**src/hw/iss_defines.svh**
```systemverilog
/*
 * Register offsets, bit positions and reset values of the I2C slave
 * status and interrupt block.
 * Assumes inclusion by bare name from any design file of the block.
 */
`ifndef ISS_DEFINES_SVH
`define ISS_DEFINES_SVH

////////////////////////////////////////////////////////////////////////////////
// register offsets (16-bit register port addresses)
`define ISS_OFF_OWN_ADDR   16'h4362
`define ISS_OFF_RX_HOLD    16'h4364
`define ISS_OFF_TX_HOLD    16'h4366
`define ISS_OFF_BUS_EVENT  16'h4368
`define ISS_OFF_ACCESS     16'h436a
`define ISS_OFF_IRQ_EN     16'h436c
`define ISS_OFF_IRQ_CLR    16'h436e

////////////////////////////////////////////////////////////////////////////////
// bus_event_reg and irq clear register layout
`define ISS_EV_STOP        0
`define ISS_EV_NAK         1
`define ISS_EV_SUMMARY     7

// access_state_reg layout
`define ISS_AS_DIR         0
`define ISS_AS_ADDRESSED   1
`define ISS_AS_BUSY        2
`define ISS_AS_TX_EMPTY    3
`define ISS_AS_RX_READY    4

// irq_enable_reg layout
`define ISS_IE_TX          0
`define ISS_IE_RX          1
`define ISS_IE_BUS         2
`define ISS_IE_W           3

////////////////////////////////////////////////////////////////////////////////
// reset values and counts
`define ISS_IRQ_EN_RST     3'h0
`define ISS_OWN_ADDR_RST   7'h2a
`define ISS_BYTE_RST       8'h00
`define ISS_RDATA_RST      16'h0000
`define ISS_CNT_RST        3'h0
`define ISS_LAST_BIT       3'h7

`endif

```
**src/hw/iss_pkg.sv**
```systemverilog
/*
 * Types shared by the I2C slave status and interrupt block.
 * Assumes nothing beyond a SystemVerilog compiler.
 */
package iss_pkg;

    // one register port request, valid in the cycle of its strobe
    typedef struct packed {
        logic [15:0] addr;
        logic [15:0] wdata;
        logic        wr;
        logic        rd;
    } iss_req_t;

    // synchronised line levels and bus conditions
    typedef struct packed {
        logic scl;
        logic sda;
        logic scl_rise;
        logic scl_fall;
        logic start;
        logic stop;
    } iss_line_t;

    typedef enum logic [2:0] {
        S_IDLE,
        S_ADDR,
        S_ACK_WAIT,
        S_ACK,
        S_WR_DATA,
        S_RD_DATA,
        S_RD_ACK,
        S_RD_NEXT
    } iss_state_t;

endpackage

```
**src/hw/iss_top.sv**
```systemverilog
/*
 * I2C slave port: byte engine, access status flags, bus event flags and
 * interrupt requests, with a plain register port.
 * Assumes an external master on the two lines and a bus clock well under
 * one eighth of CLOCK_I; no clock stretching is done.
 */
// Added by the designer: the plain strobed port.
`include "iss_defines.svh"

module iss_top (
    // clock and reset
    input  wire logic             CLOCK_I,
    input  wire logic             SYS_RST_I,
    // register port
    input  wire iss_pkg::iss_req_t BUS_REQ_I,
    output logic [15:0]           BUS_RDATA_O,
    // two-wire bus
    input  wire logic             BUS_CLOCK_LINE_I,
    input  wire logic             BUS_DATA_LINE_I,
    output logic                  BUS_DATA_LINE_O,
    output logic                  BUS_DATA_LINE_OE_N_O,
    // interrupt requests
    output logic                  IRQ_BUS_O,
    output logic                  IRQ_RX_O,
    output logic                  IRQ_TX_O,
    output logic                  IRQ_O
);
    import iss_pkg::*;

    iss_line_t          ln;
    iss_state_t         state;
    logic [2:0]         bit_cnt;
    logic [7:0]         shreg;
    logic [6:0]         own_addr;
    logic [7:0]         rx_hold;
    logic [7:0]         tx_hold;
    logic               dir;
    logic               addressed;
    logic               busy;
    logic               stop_flag;
    logic               nak_flag;
    logic               rx_ready;
    logic               tx_empty;
    logic [`ISS_IE_W-1:0] irq_en;
    logic               bus_event_summary;
    logic               frame_evt;
    logic               stop_evt;
    logic               addr_match;
    logic               rx_load;
    logic               tx_load;
    logic               nak_evt;
    logic               rd_rx;
    logic               wr_tx;
    logic               clr_stop;
    logic               clr_nak;
    logic               next_irq_bus;
    logic               next_irq_rx;
    logic               next_irq_tx;

    function automatic logic hit(input iss_req_t r, input logic [15:0] off);
        hit = (r.addr == off);
    endfunction

    ////////////////////////////////////////////////////////////////////////////
    // line conditioning
    iss_line_sync u_sync (
        .clk_i  (CLOCK_I),
        .rst_i  (SYS_RST_I),
        .scl_i  (BUS_CLOCK_LINE_I),
        .sda_i  (BUS_DATA_LINE_I),
        .line_o (ln)
    );

    ////////////////////////////////////////////////////////////////////////////
    // events of the byte engine
    always_comb begin
        frame_evt  = ln.start | ln.stop;
        stop_evt   = addressed & frame_evt;
        addr_match = (state == S_ADDR) & ln.scl_rise & ~frame_evt
                     & (bit_cnt == `ISS_LAST_BIT) & (shreg[6:0] == own_addr);
        rx_load    = (state == S_WR_DATA) & ln.scl_rise & ~frame_evt
                     & (bit_cnt == `ISS_LAST_BIT);
        tx_load    = ln.scl_fall & ~frame_evt
                     & (((state == S_ACK) & dir) | (state == S_RD_NEXT));
        nak_evt    = (state == S_RD_ACK) & ln.scl_rise & ~frame_evt & ln.sda;
        rd_rx      = BUS_REQ_I.rd & hit(BUS_REQ_I, `ISS_OFF_RX_HOLD);
        wr_tx      = BUS_REQ_I.wr & hit(BUS_REQ_I, `ISS_OFF_TX_HOLD);
        clr_stop   = BUS_REQ_I.wr & BUS_REQ_I.wdata[`ISS_EV_STOP]
                     & (hit(BUS_REQ_I, `ISS_OFF_BUS_EVENT) | hit(BUS_REQ_I, `ISS_OFF_IRQ_CLR));
        clr_nak    = BUS_REQ_I.wr & BUS_REQ_I.wdata[`ISS_EV_NAK]
                     & (hit(BUS_REQ_I, `ISS_OFF_BUS_EVENT) | hit(BUS_REQ_I, `ISS_OFF_IRQ_CLR));
    end

    ////////////////////////////////////////////////////////////////////////////
    // byte engine; a stop or a start always wins over bit traffic
    always_ff @(posedge CLOCK_I) begin
        if (SYS_RST_I) begin
            state    <= S_IDLE;
            bit_cnt  <= `ISS_CNT_RST;
            shreg    <= `ISS_BYTE_RST;
            BUS_DATA_LINE_OE_N_O <= 1'b1;
        end else if (ln.stop) begin
            state    <= S_IDLE;
            BUS_DATA_LINE_OE_N_O <= 1'b1;
        end else if (ln.start) begin
            state    <= S_ADDR;
            bit_cnt  <= `ISS_CNT_RST;
            BUS_DATA_LINE_OE_N_O <= 1'b1;
        end else begin
            case (state)
                S_ADDR, S_WR_DATA: begin
                    if (ln.scl_rise) begin
                        shreg   <= {shreg[6:0], ln.sda};
                        bit_cnt <= bit_cnt + 3'h1;
                        if (bit_cnt == `ISS_LAST_BIT) begin
                            // a foreign address leaves the engine idle until the next start
                            state <= (state == S_WR_DATA || addr_match) ? S_ACK_WAIT : S_IDLE;
                        end
                    end
                end
                S_ACK_WAIT: begin
                    if (ln.scl_fall) begin
                        BUS_DATA_LINE_OE_N_O <= 1'b0;
                        state <= S_ACK;
                    end
                end
                S_ACK: begin
                    if (ln.scl_fall) begin
                        bit_cnt <= `ISS_CNT_RST;
                        if (dir) begin
                            shreg <= tx_hold;
                            BUS_DATA_LINE_OE_N_O <= tx_hold[7];
                            state <= S_RD_DATA;
                        end else begin
                            BUS_DATA_LINE_OE_N_O <= 1'b1;
                            state <= S_WR_DATA;
                        end
                    end
                end
                S_RD_DATA: begin
                    if (ln.scl_fall) begin
                        if (bit_cnt == `ISS_LAST_BIT) begin
                            BUS_DATA_LINE_OE_N_O <= 1'b1;
                            state <= S_RD_ACK;
                        end else begin
                            bit_cnt <= bit_cnt + 3'h1;
                            shreg   <= {shreg[6:0], 1'b0};
                            BUS_DATA_LINE_OE_N_O <= shreg[6];
                        end
                    end
                end
                S_RD_ACK: begin
                    if (ln.scl_rise) begin
                        state <= ln.sda ? S_IDLE : S_RD_NEXT;
                    end
                end
                S_RD_NEXT: begin
                    if (ln.scl_fall) begin
                        bit_cnt <= `ISS_CNT_RST;
                        shreg   <= tx_hold;
                        BUS_DATA_LINE_OE_N_O <= tx_hold[7];
                        state   <= S_RD_DATA;
                    end
                end
                default: begin
                    state <= S_IDLE;
                end
            endcase
        end
    end

    // the pin is only ever pulled low; the level when enabled is always zero
    always_ff @(posedge CLOCK_I) begin
        BUS_DATA_LINE_O <= 1'b0;
    end

    ////////////////////////////////////////////////////////////////////////////
    // access state: busy, addressed, direction
    always_ff @(posedge CLOCK_I) begin
        if (SYS_RST_I) begin
            busy <= 1'b0;
        end else if (ln.start | ~ln.scl | ~ln.sda) begin
            busy <= 1'b1;
        end else if (ln.stop) begin
            busy <= 1'b0;
        end
    end

    always_ff @(posedge CLOCK_I) begin
        if (SYS_RST_I) begin
            addressed <= 1'b0;
            dir       <= 1'b0;
        end else if (frame_evt) begin
            addressed <= 1'b0;
        end else if (addr_match) begin
            addressed <= 1'b1;
            dir       <= ln.sda;
        end
    end

    ////////////////////////////////////////////////////////////////////////////
    // sticky flags; a hardware set beats a clear in the same cycle
    always_ff @(posedge CLOCK_I) begin
        if (SYS_RST_I) begin
            stop_flag <= 1'b0;
        end else if (stop_evt) begin
            stop_flag <= 1'b1;
        end else if (clr_stop) begin
            stop_flag <= 1'b0;
        end
    end

    always_ff @(posedge CLOCK_I) begin
        if (SYS_RST_I) begin
            nak_flag <= 1'b0;
        end else if (nak_evt) begin
            nak_flag <= 1'b1;
        end else if (clr_nak) begin
            nak_flag <= 1'b0;
        end
    end

    assign bus_event_summary = stop_flag | nak_flag;

    always_ff @(posedge CLOCK_I) begin
        if (SYS_RST_I) begin
            rx_ready <= 1'b0;
            rx_hold  <= `ISS_BYTE_RST;
        end else if (rx_load) begin
            rx_ready <= 1'b1;
            rx_hold  <= {shreg[6:0], ln.sda};
        end else if (rd_rx) begin
            rx_ready <= 1'b0;
        end
    end

    always_ff @(posedge CLOCK_I) begin
        if (SYS_RST_I) begin
            tx_empty <= 1'b0;
        end else if (tx_load) begin
            tx_empty <= 1'b1;
        end else if (wr_tx) begin
            tx_empty <= 1'b0;
        end
    end

    ////////////////////////////////////////////////////////////////////////////
    // software-written registers
    always_ff @(posedge CLOCK_I) begin
        if (SYS_RST_I) begin
            irq_en   <= `ISS_IRQ_EN_RST;
            own_addr <= `ISS_OWN_ADDR_RST;
            tx_hold  <= `ISS_BYTE_RST;
        end else if (BUS_REQ_I.wr) begin
            if (hit(BUS_REQ_I, `ISS_OFF_IRQ_EN)) begin
                irq_en <= BUS_REQ_I.wdata[`ISS_IE_W-1:0];
            end
            if (hit(BUS_REQ_I, `ISS_OFF_OWN_ADDR)) begin
                own_addr <= BUS_REQ_I.wdata[6:0];
            end
            if (wr_tx) begin
                tx_hold <= BUS_REQ_I.wdata[7:0];
            end
        end
    end

    ////////////////////////////////////////////////////////////////////////////
    // read data, present only in the cycle after the read strobe
    always_ff @(posedge CLOCK_I) begin
        if (SYS_RST_I || !BUS_REQ_I.rd) begin
            BUS_RDATA_O <= `ISS_RDATA_RST;
        end else begin
            BUS_RDATA_O <= `ISS_RDATA_RST;
            case (BUS_REQ_I.addr)
                `ISS_OFF_OWN_ADDR: BUS_RDATA_O[6:0] <= own_addr;
                `ISS_OFF_RX_HOLD:  BUS_RDATA_O[7:0] <= rx_hold;
                `ISS_OFF_TX_HOLD:  BUS_RDATA_O[7:0] <= tx_hold;
                `ISS_OFF_BUS_EVENT: begin
                    BUS_RDATA_O[`ISS_EV_STOP]    <= stop_flag;
                    BUS_RDATA_O[`ISS_EV_NAK]     <= nak_flag;
                    BUS_RDATA_O[`ISS_EV_SUMMARY] <= bus_event_summary;
                end
                `ISS_OFF_ACCESS: begin
                    BUS_RDATA_O[`ISS_AS_DIR]       <= dir;
                    BUS_RDATA_O[`ISS_AS_ADDRESSED] <= addressed;
                    BUS_RDATA_O[`ISS_AS_BUSY]      <= busy;
                    BUS_RDATA_O[`ISS_AS_TX_EMPTY]  <= tx_empty;
                    BUS_RDATA_O[`ISS_AS_RX_READY]  <= rx_ready;
                end
                `ISS_OFF_IRQ_EN:   BUS_RDATA_O[`ISS_IE_W-1:0] <= irq_en;
                default:           BUS_RDATA_O <= `ISS_RDATA_RST;
            endcase
        end
    end

    ////////////////////////////////////////////////////////////////////////////
    // interrupt requests: levels, one cycle behind their flags
    always_comb begin
        next_irq_bus = bus_event_summary & irq_en[`ISS_IE_BUS];
        next_irq_rx  = rx_ready & irq_en[`ISS_IE_RX];
        next_irq_tx  = tx_empty & irq_en[`ISS_IE_TX];
    end

    always_ff @(posedge CLOCK_I) begin
        if (SYS_RST_I) begin
            IRQ_BUS_O <= 1'b0;
            IRQ_RX_O  <= 1'b0;
            IRQ_TX_O  <= 1'b0;
            IRQ_O     <= 1'b0;
        end else begin
            IRQ_BUS_O <= next_irq_bus;
            IRQ_RX_O  <= next_irq_rx;
            IRQ_TX_O  <= next_irq_tx;
            IRQ_O     <= next_irq_bus | next_irq_rx | next_irq_tx;
        end
    end
endmodule

```
**src/hw/iss_line_sync.sv**
```systemverilog
/*
 * Two-flop synchronisers for the bus clock and data lines, with edge and
 * start/stop condition detection on the synchronised levels.
 * Assumes the lines are asynchronous to clk_i and at most one eighth of its rate.
 */
module iss_line_sync
    import iss_pkg::*;
(
    // clock and reset
    input  wire logic       clk_i,
    input  wire logic       rst_i,
    // raw lines
    input  wire logic       scl_i,
    input  wire logic       sda_i,
    // conditioned view
    output iss_pkg::iss_line_t line_o
);

    logic [1:0] scl_meta;
    logic [1:0] sda_meta;
    logic       scl_prev;
    logic       sda_prev;

    ////////////////////////////////////////////////////////////////////////////
    // lines idle high, so reset to high to avoid a false start after reset
    always_ff @(posedge clk_i) begin
        if (rst_i) begin
            scl_meta <= 2'h3;
            sda_meta <= 2'h3;
            scl_prev <= 1'b1;
            sda_prev <= 1'b1;
        end else begin
            scl_meta <= {scl_meta[0], scl_i};
            sda_meta <= {sda_meta[0], sda_i};
            scl_prev <= scl_meta[1];
            sda_prev <= sda_meta[1];
        end
    end

    ////////////////////////////////////////////////////////////////////////////
    // only the second stage and the delayed copy are looked at
    always_comb begin
        line_o.scl      = scl_meta[1];
        line_o.sda      = sda_meta[1];
        line_o.scl_rise = scl_meta[1] & ~scl_prev;
        line_o.scl_fall = ~scl_meta[1] & scl_prev;
        line_o.start    = scl_meta[1] & scl_prev & sda_prev & ~sda_meta[1];
        line_o.stop     = scl_meta[1] & scl_prev & ~sda_prev & sda_meta[1];
    end

endmodule

```
**config.mk**
```make
export PLATFORM = sky130hd
export DESIGN_NAME = iss_top
export DESIGN_NICKNAME = d
export VERILOG_FILES = /design/src/hw/iss_pkg.sv /design/src/hw/iss_top.sv /design/src/hw/iss_line_sync.sv
export VERILOG_INCLUDE_DIRS = /design/src /design/src/hw
export SDC_FILE = /design/constraint.sdc
export NUM_CORES = 1
export LEC_CHECK = 0
export ABC_AREA = 1
export BUFFER_PORTS_ARGS = -buffer_cell sky130_fd_sc_hd__buf_4
export CAP_MARGIN = 20
export CELL_PAD_IN_SITES_DETAIL_PLACEMENT = 1
export CELL_PAD_IN_SITES_GLOBAL_PLACEMENT = 2
export CORE_ASPECT_RATIO = 0.75
export CORE_UTILIZATION = 33
export CTS_CLUSTER_SIZE = 40
export DETAILED_ROUTE_END_ITERATION = 16
export PLACE_DENSITY = 0.9
export SETUP_SLACK_MARGIN = 0.2
export SLEW_MARGIN = 10
export SYNTH_ARGS = -nofsm -noshare
export SYNTH_HDL_FRONTEND = slang
export SYNTH_SLANG_ARGS = --single-unit
```
**constraint.sdc**
```tcl
create_clock -name CLOCK_I -period 2.4 [get_ports CLOCK_I]
set_input_delay 0.24 -clock CLOCK_I [delete_from_list [all_inputs] [get_ports CLOCK_I]]
set_output_delay 0.24 -clock CLOCK_I [all_outputs]
set_load 0.02 [all_outputs]
```
==> run summary, run 1 <==
First drt pass iteration count - 4
Post-route ant nets - 0
Worst hold-check path type - primary input to flop
Async SR Flop Fraction - 0%
# diodes - 0
Most frequent cells in the layout - 106 x nand2_1, 70 x nor2_1, 65 x dfxtp_1, 59 x inv_1, 44 x a21oi_1
CTS Buf Count - 9
Post-synthesis sequential area ratio - 38.7%
Placed Cells incl. Taps - 660
Worst setup SP type - flop
Leakage power - 1.78 nW
Syn Std Cell Area - 3360 um^2
Sequential Area - 1300 um^2
Number of synthesized register bits - 65
Multi-input logic area - 1680 um^2
Post-Synth Adder-Cell Area - 0.744%
Die ar. - 10600 um^2
Commonest non-fill, non-tap cell in the layout - nand2_1
Clock root buffer - clkbuf_16
PwrDens - 644 nW/um^2
GRT Residual Overflow - 0
Slew Limit Fails - 0
Post-Synth XOR/XNOR Area - 1.04%
Post-CTS Hold Buffers - 0
Tightest Pin Transition - 640 ps
Mux cell area share after synthesis - 0%
H-tree levels - 3
Leading post-synthesis cells by cell area - dfxtp_1 39%, nand2_1 12%, nor2_1 7.8%
Post-Layout Cell Count - 675
Crit end category - flop
Reg clk slew, reported paths - 50 ps
Final hold vios - 0
Routed vias/inst - 4.79
# rows - 31
Unique cell type count in the Yosys netlist - 35
Largest family of logic cells by synthesized area - simple AND/OR/NAND/NOR gates
Via count - 3234
DRC viols - 0
Final setup viols - 0
Simple-Gate Fraction of Synth Area - 33.1%
TritonCTS Sinks - 65
RSZ-0062 raised after global routing - no
Gpl congestion - 0.829
Io pins - 60
Layout cells sized above 1 - 16.4%
Initial DRC count - 118
Share of the synthesized area in the top cell type - 38.7%
Post-synth top area cell - dfxtp_1
Clk buf depth - 2
Total of max-cap violations - 0
Syn Inst Count - 500
Outcome - finished, final reports clean
First-pass GRT wire length - 16.0 mm
Postcts setup bufs - 0
Final period util - 72.8%
GRT Util Overall - 19.8%
Fin crit period - 1750 ps
Core ar. - 9770 um^2
Area Overhead vs Synth - 19.4%
R2R Setup Slk - 650 ps
CP Class - flop to flop
Synth Area in Compound Gates - 14.0%
Synth warn - 0
Req. time, crit path - 2620 ps
Vias in the first global route - 3120
Clk_lat worst skew - 330 ps
Largest net degree at the start of global routing - 33
Post-CTS sizing - 0
Initial antenna violation count - 0
Slew HR - 57.3%
Avg Inst Size Synth - 6.73 um^2
Hpwl dp - 7.50 mm
Routed WL - 9.75 mm
Fillers - 1277
Worst-case clock skew - 4.57 ps
Worst path arrival time - 1960 ps
Nets@finish - 579
Maximum operating frequency - 0.573 GHz
Setup TNS - 0 ps
Die width - 119 um
IO Port Bufs - 42
WL/cell - 14.4 um
Final core occ - 41.1%
Starting Density - 34.4%
Post-synth EDFFs - 0
Ys flop type - dfxtp_1
TritonCTS clock tree - yes
Die Y-Extent - 89.4 um
Peak VDD IR - 0.383 mV
Critical path peak fanout - 16
[worst paths after layout]
kind,from,endpoint,cells past startpoint
max,state[0]$_SDFFE_PP0P_,shreg[4]$_SDFFE_PP0P_,6
min,BUS_DATA_LINE_I,u_sync.sda_meta[0]$_SDFF_PP1_,2
max reg2reg,state[0]$_SDFFE_PP0P_,shreg[4]$_SDFFE_PP0P_,6
min reg2reg,u_sync.scl_meta[0]$_SDFF_PP1_,u_sync.scl_meta[1]$_SDFF_PP1_,1
[critical path, stage by stage, from the launching register on]
cell	delay, ps
dfxtp_1	410
nand2_2	270
inv_1	130
a21oi_2	550
nand3_1	140
nand2_1	90
nor2_1	40
[metrics by stage]
stage                     hold WS, ps  power (mW)  cell area (um^2)  setup slack (ps)
after floorplan                   344        1.24              3390               987
after global placement            400        1.29              3720               585
after detailed placement          401        1.30              3720               536
after CTS                        87.7        2.61              4020               657
after global routing             89.9        2.69              4020               413
final                            95.8        2.59              4020               654
[sequential cells by signal (all words and copies together) (netlist names), 2 cells and up]
name             count
BUS_RDATA_O          8
tx_hold              8
own_addr             7
u_sync.sda_meta      2
state                3
shreg                7
bit_cnt              3
u_sync.scl_meta      2
irq_en               3
rx_hold              8
[power by group]
part           internal [mW]  switching, mW  leakage, nW
Clock                  0.851          0.459        0.148
Sequential              1.09         0.0135        0.526
Combinational         0.0636          0.107         1.10
Total                   2.01          0.579         1.78
[kinds of logic after synthesis]
kind of cell / after synthesis
and+or+nand+nor: 248
AOI/OAI and AO/OA: 90
buffers and inverters: 90
DFF: 65
xor gates and xnor gates: 4
adders and majority gates: 2
other: 1
[layer usage]
layer  global-route usage [%]  up-vias  wire, um
li1                         -     1646         -
met1                     26.9     1528      4970
met2                     31.6       51      4240
met3                     4.27        9       438
met4                     6.56        0       108
met5                        0        -         0
[cell usage after synthesis (2+ instances only)]
library cell    n
nand3_4         2
xor2_1          3
nand3_1        39
inv_1          59
nor2_2          4
nand2_1       106
buf_6           3
nor2_1         70
or2_2           5
nand3_2         2
dfxtp_1        65
o21ai_1         3
nand2_2         4
ha_1            2
a21oi_1        44
inv_2           8
nor2_4          4
nor3_1          4
nand4_1         5
buf_4          14
o21ai_0        36
clkbuf_1        5
[area by class of cell]
type	instances	share of cell area, %
multi-input combinational	353	41.8
clock buffer	12	6.39
timing repair buffer	43	8.04
sequential	65	32.4
inverter	67	6.26
tap	132	4.11
clock inverter	3	0.997
Power figures use the tool's default switching activity.
==> inputs of run 2 (changes only) <==
--- a/config.mk
+++ b/config.mk
@@ -12,10 +12,10 @@
 export CELL_PAD_IN_SITES_DETAIL_PLACEMENT = 1
 export CELL_PAD_IN_SITES_GLOBAL_PLACEMENT = 2
 export CORE_ASPECT_RATIO = 0.75
-export CORE_UTILIZATION = 33
+export CORE_UTILIZATION = 27
 export CTS_CLUSTER_SIZE = 40
 export DETAILED_ROUTE_END_ITERATION = 16
-export PLACE_DENSITY = 0.9
+export PLACE_DENSITY = 0.8
 export SETUP_SLACK_MARGIN = 0.2
 export SLEW_MARGIN = 10
 export SYNTH_ARGS = -nofsm -noshare
==> constraint.sdc (replaced) <==
create_clock -name CLOCK_I -period 1.6 [get_ports CLOCK_I]
set_input_delay 0.16 -clock CLOCK_I [delete_from_list [all_inputs] [get_ports CLOCK_I]]
set_output_delay 0.16 -clock CLOCK_I [all_outputs]
set_load 0.02 [all_outputs]
==> run 2 against run 1 <==
Count of clock-buffer cells in the layout down 3; core utilization down 2.9 points; maximum frequency up 18%; die area is 22% higher; largest cell class unchanged; setup slack got worse by 530 ps; flip-flop and latch count is the same; via count rose by 5.1%.
==> run summary, run 2 (synthesis gave the netlist of run 1 again) <==
Setup TNS - 0 ps (unchanged)
Die ar. - 12900 um^2 (+22%)
Outcome - finished, final reports clean
Cell breakdown of the critical path - ha_4 > ha_4 > inv_4 > nor2_4 > inv_2 > nor2_4 > buf_6 > o21ai_0 > a21oi_1
CTS Buf Count - 9 (unchanged)
IO Port Bufs - 42 (unchanged)
Worst path arrival time - 1760 ps (-200 ps)
Final hold vios - 0 (unchanged)
Grt peak-use layer - met2
GRT Util Overall - 18.4% (-1.5 points)
Worst Path Buf+Inv - 3 (+2)
Critical path peak fanout - 5 (-11)
Worst hold margin - 10.3 ps (-85.5 ps)
Clock root buffer - clkbuf_16
Area Overhead vs Synth - 34.8%
PwrDens - 916 nW/um^2 (+42%)
Reg clk slew, reported paths - 60 ps (about the same)
Crit path depth - 9 (+3)
Starting Density - 28.3% (-6.1 points)
Most frequent cells in the layout - 99 x nand2_1, 68 x buf_4, 62 x nor2_1, 58 x dfxtp_1, 51 x inv_1
Crit end category - flop
Routing usage on met2 - 28.0% (-3.5 points)
Leakage power - 1.96 nW (+10%)
Maximum operating frequency - 0.675 GHz (+18%)
RSZ-0062 raised after global routing - yes
Largest net degree at the start of global routing - 32 (-3.0%)
Die Y-Extent - 98.7 um (+10%)
Clk buf depth - 2 (unchanged)
Commonest non-fill, non-tap cell in the layout - nand2_1
Hpwl dp - 8.23 mm (+9.7%)
TritonCTS clock tree - yes
DRC viols - 0 (unchanged)
Clk_lat worst skew - 340 ps (about the same)
Via count - 3400 (+5.1%)
GR Util met1 - 25.5% (-1.4 points)
Nets@finish - 610 (+5.4%)
Slowest CP cell - dfxtp_2
# diodes - 0 (unchanged)
Reg2reg path depth - 9 (+3)
Initial DRC count - 219 (+86%)
R2R Setup Slk - 120 ps (-530 ps)
Gpl congestion - 0.841 (+1.5%)
Largest regs - BUS_RDATA_O x8, rx_hold x8, tx_hold x8
WL/cell - 15.0 um (+3.8%)
Total of max-cap violations - 0 (unchanged)
Fin crit period - 1480 ps (-265 ps)
Initial antenna violation count - 0 (unchanged)
Io pins - 60 (unchanged)
TritonCTS Sinks - 65 (unchanged)
Slew Limit Fails - 0 (unchanged)
Vias in the first global route - 3448 (+11%)
Worst path max stage delay - 350 ps (-200 ps)
CP Class - flop to flop
Worst r2r dst - rx_hold[2]$_SDFFE_PP0P_
First drt pass iteration count - 4 (unchanged)
GR Layer Usage met3 - 4.40% (+0.12 points)
Routed vias/inst - 4.61 (-3.7%)
Final setup viols - 0 (unchanged)
Req. time, crit path - 1880 ps (-740 ps)
Die width - 131 um (+10%)
Hold path start - BUS_DATA_LINE_I
Core ar. - 11900 um^2 (+21%)
Post-route ant nets - 0 (unchanged)
Worst-case clock skew - 5.19 ps (+0.615 ps)
CP top delay family - flip-flops
GRT Residual Overflow - 0 (unchanged)
Worst r2r src - bit_cnt[1]$_SDFFE_PP0P_
Layout cells sized above 1 - 28.3% (+12 points)
First-pass GRT wire length - 17.9 mm (+12%)
Worst setup SP type - flop
Final period util - 92.5% (+20 points)
Final core occ - 38.2% (-2.9 points)
# rows - 34 (+9.7%)
Worst hold stages - 2 (unchanged)
Routed WL - 11.1 mm (+13%)
Worst hold-check path type - primary input to flop
Peak VDD IR - 0.570 mV (+49%)
H-tree levels - 3 (unchanged)
Hold path endpoint - u_sync.sda_meta[0]$_SDFF_PP1_
Post-CTS Hold Buffers - 0 (unchanged)
run 2: metrics by stage:
stage                     std cells  setup WS, ps  instance area (um^2)  total power, mW
after global placement          714          14.4                  3950             1.96
final                           737           119                  4530             4.15
after CTS                       732           142                  4400             4.18
after detailed placement        714         -68.6                  3950             1.97
after global routing            737          24.7                  4530             4.30
after floorplan                 508           207                  3400             1.86
run 2: layout make-up:
type	instances	area [um^2]
fillers	1485	7330
multi-input cells	354	1830
flip-flops and latches	65	1320
repair buffers	73	598
inverters	67	256
clock buffers	9	225
well taps	162	203
clock inverters	7	103
run 2: worst max path at each step:
stage	slack [ps]	from	endpoint
floorplan	210	bit_cnt[0]$_SDFFE_PP0P_	shreg[3]$_SDFFE_PP0P_
global placement	10	bit_cnt[0]$_SDFFE_PP0P_	rx_hold[6]$_SDFFE_PP0P_
detailed placement	-70	bit_cnt[0]$_SDFFE_PP0P_	rx_hold[1]$_SDFFE_PP0P_
CTS	140	bit_cnt[1]$_SDFFE_PP0P_	rx_hold[6]$_SDFFE_PP0P_
global route	20	bit_cnt[1]$_SDFFE_PP0P_	shreg[5]$_SDFFE_PP0P_
finish	120	bit_cnt[1]$_SDFFE_PP0P_	rx_hold[2]$_SDFFE_PP0P_
run 2: worst reg2reg max path, delay by kind of cell (launching register included):
family / cells / cell delay [ps]
DFF: 1 / 350
and+or+nand+nor: 2 / 320
adders and majority gates: 2 / 290
buffers and inverters: 3 / 280
AOI/OAI and AO/OA: 2 / 190
run 2: what timing repair did:
item | in CTS | in global routing
setup endpoints to repair | 25 | 25
resized for setup | 33 | 26
pin swaps | 11 | 14
buffers inserted | 1 | 4
gates cloned | 1 | 1
run 2: report_power, final:
part | internal (mW) | switching [mW]
Sequential | 1.63 | 0.0202
Clock | 1.38 | 0.809
Combinational | 0.128 | 0.182
run 2: metal layers:
metal  wire length, um  vias to the layer above
met4               145                        0
met2              4800                       75
li1                  -                     1719
met5                 0                        -
met3               520                       12
met1              5590                     1594
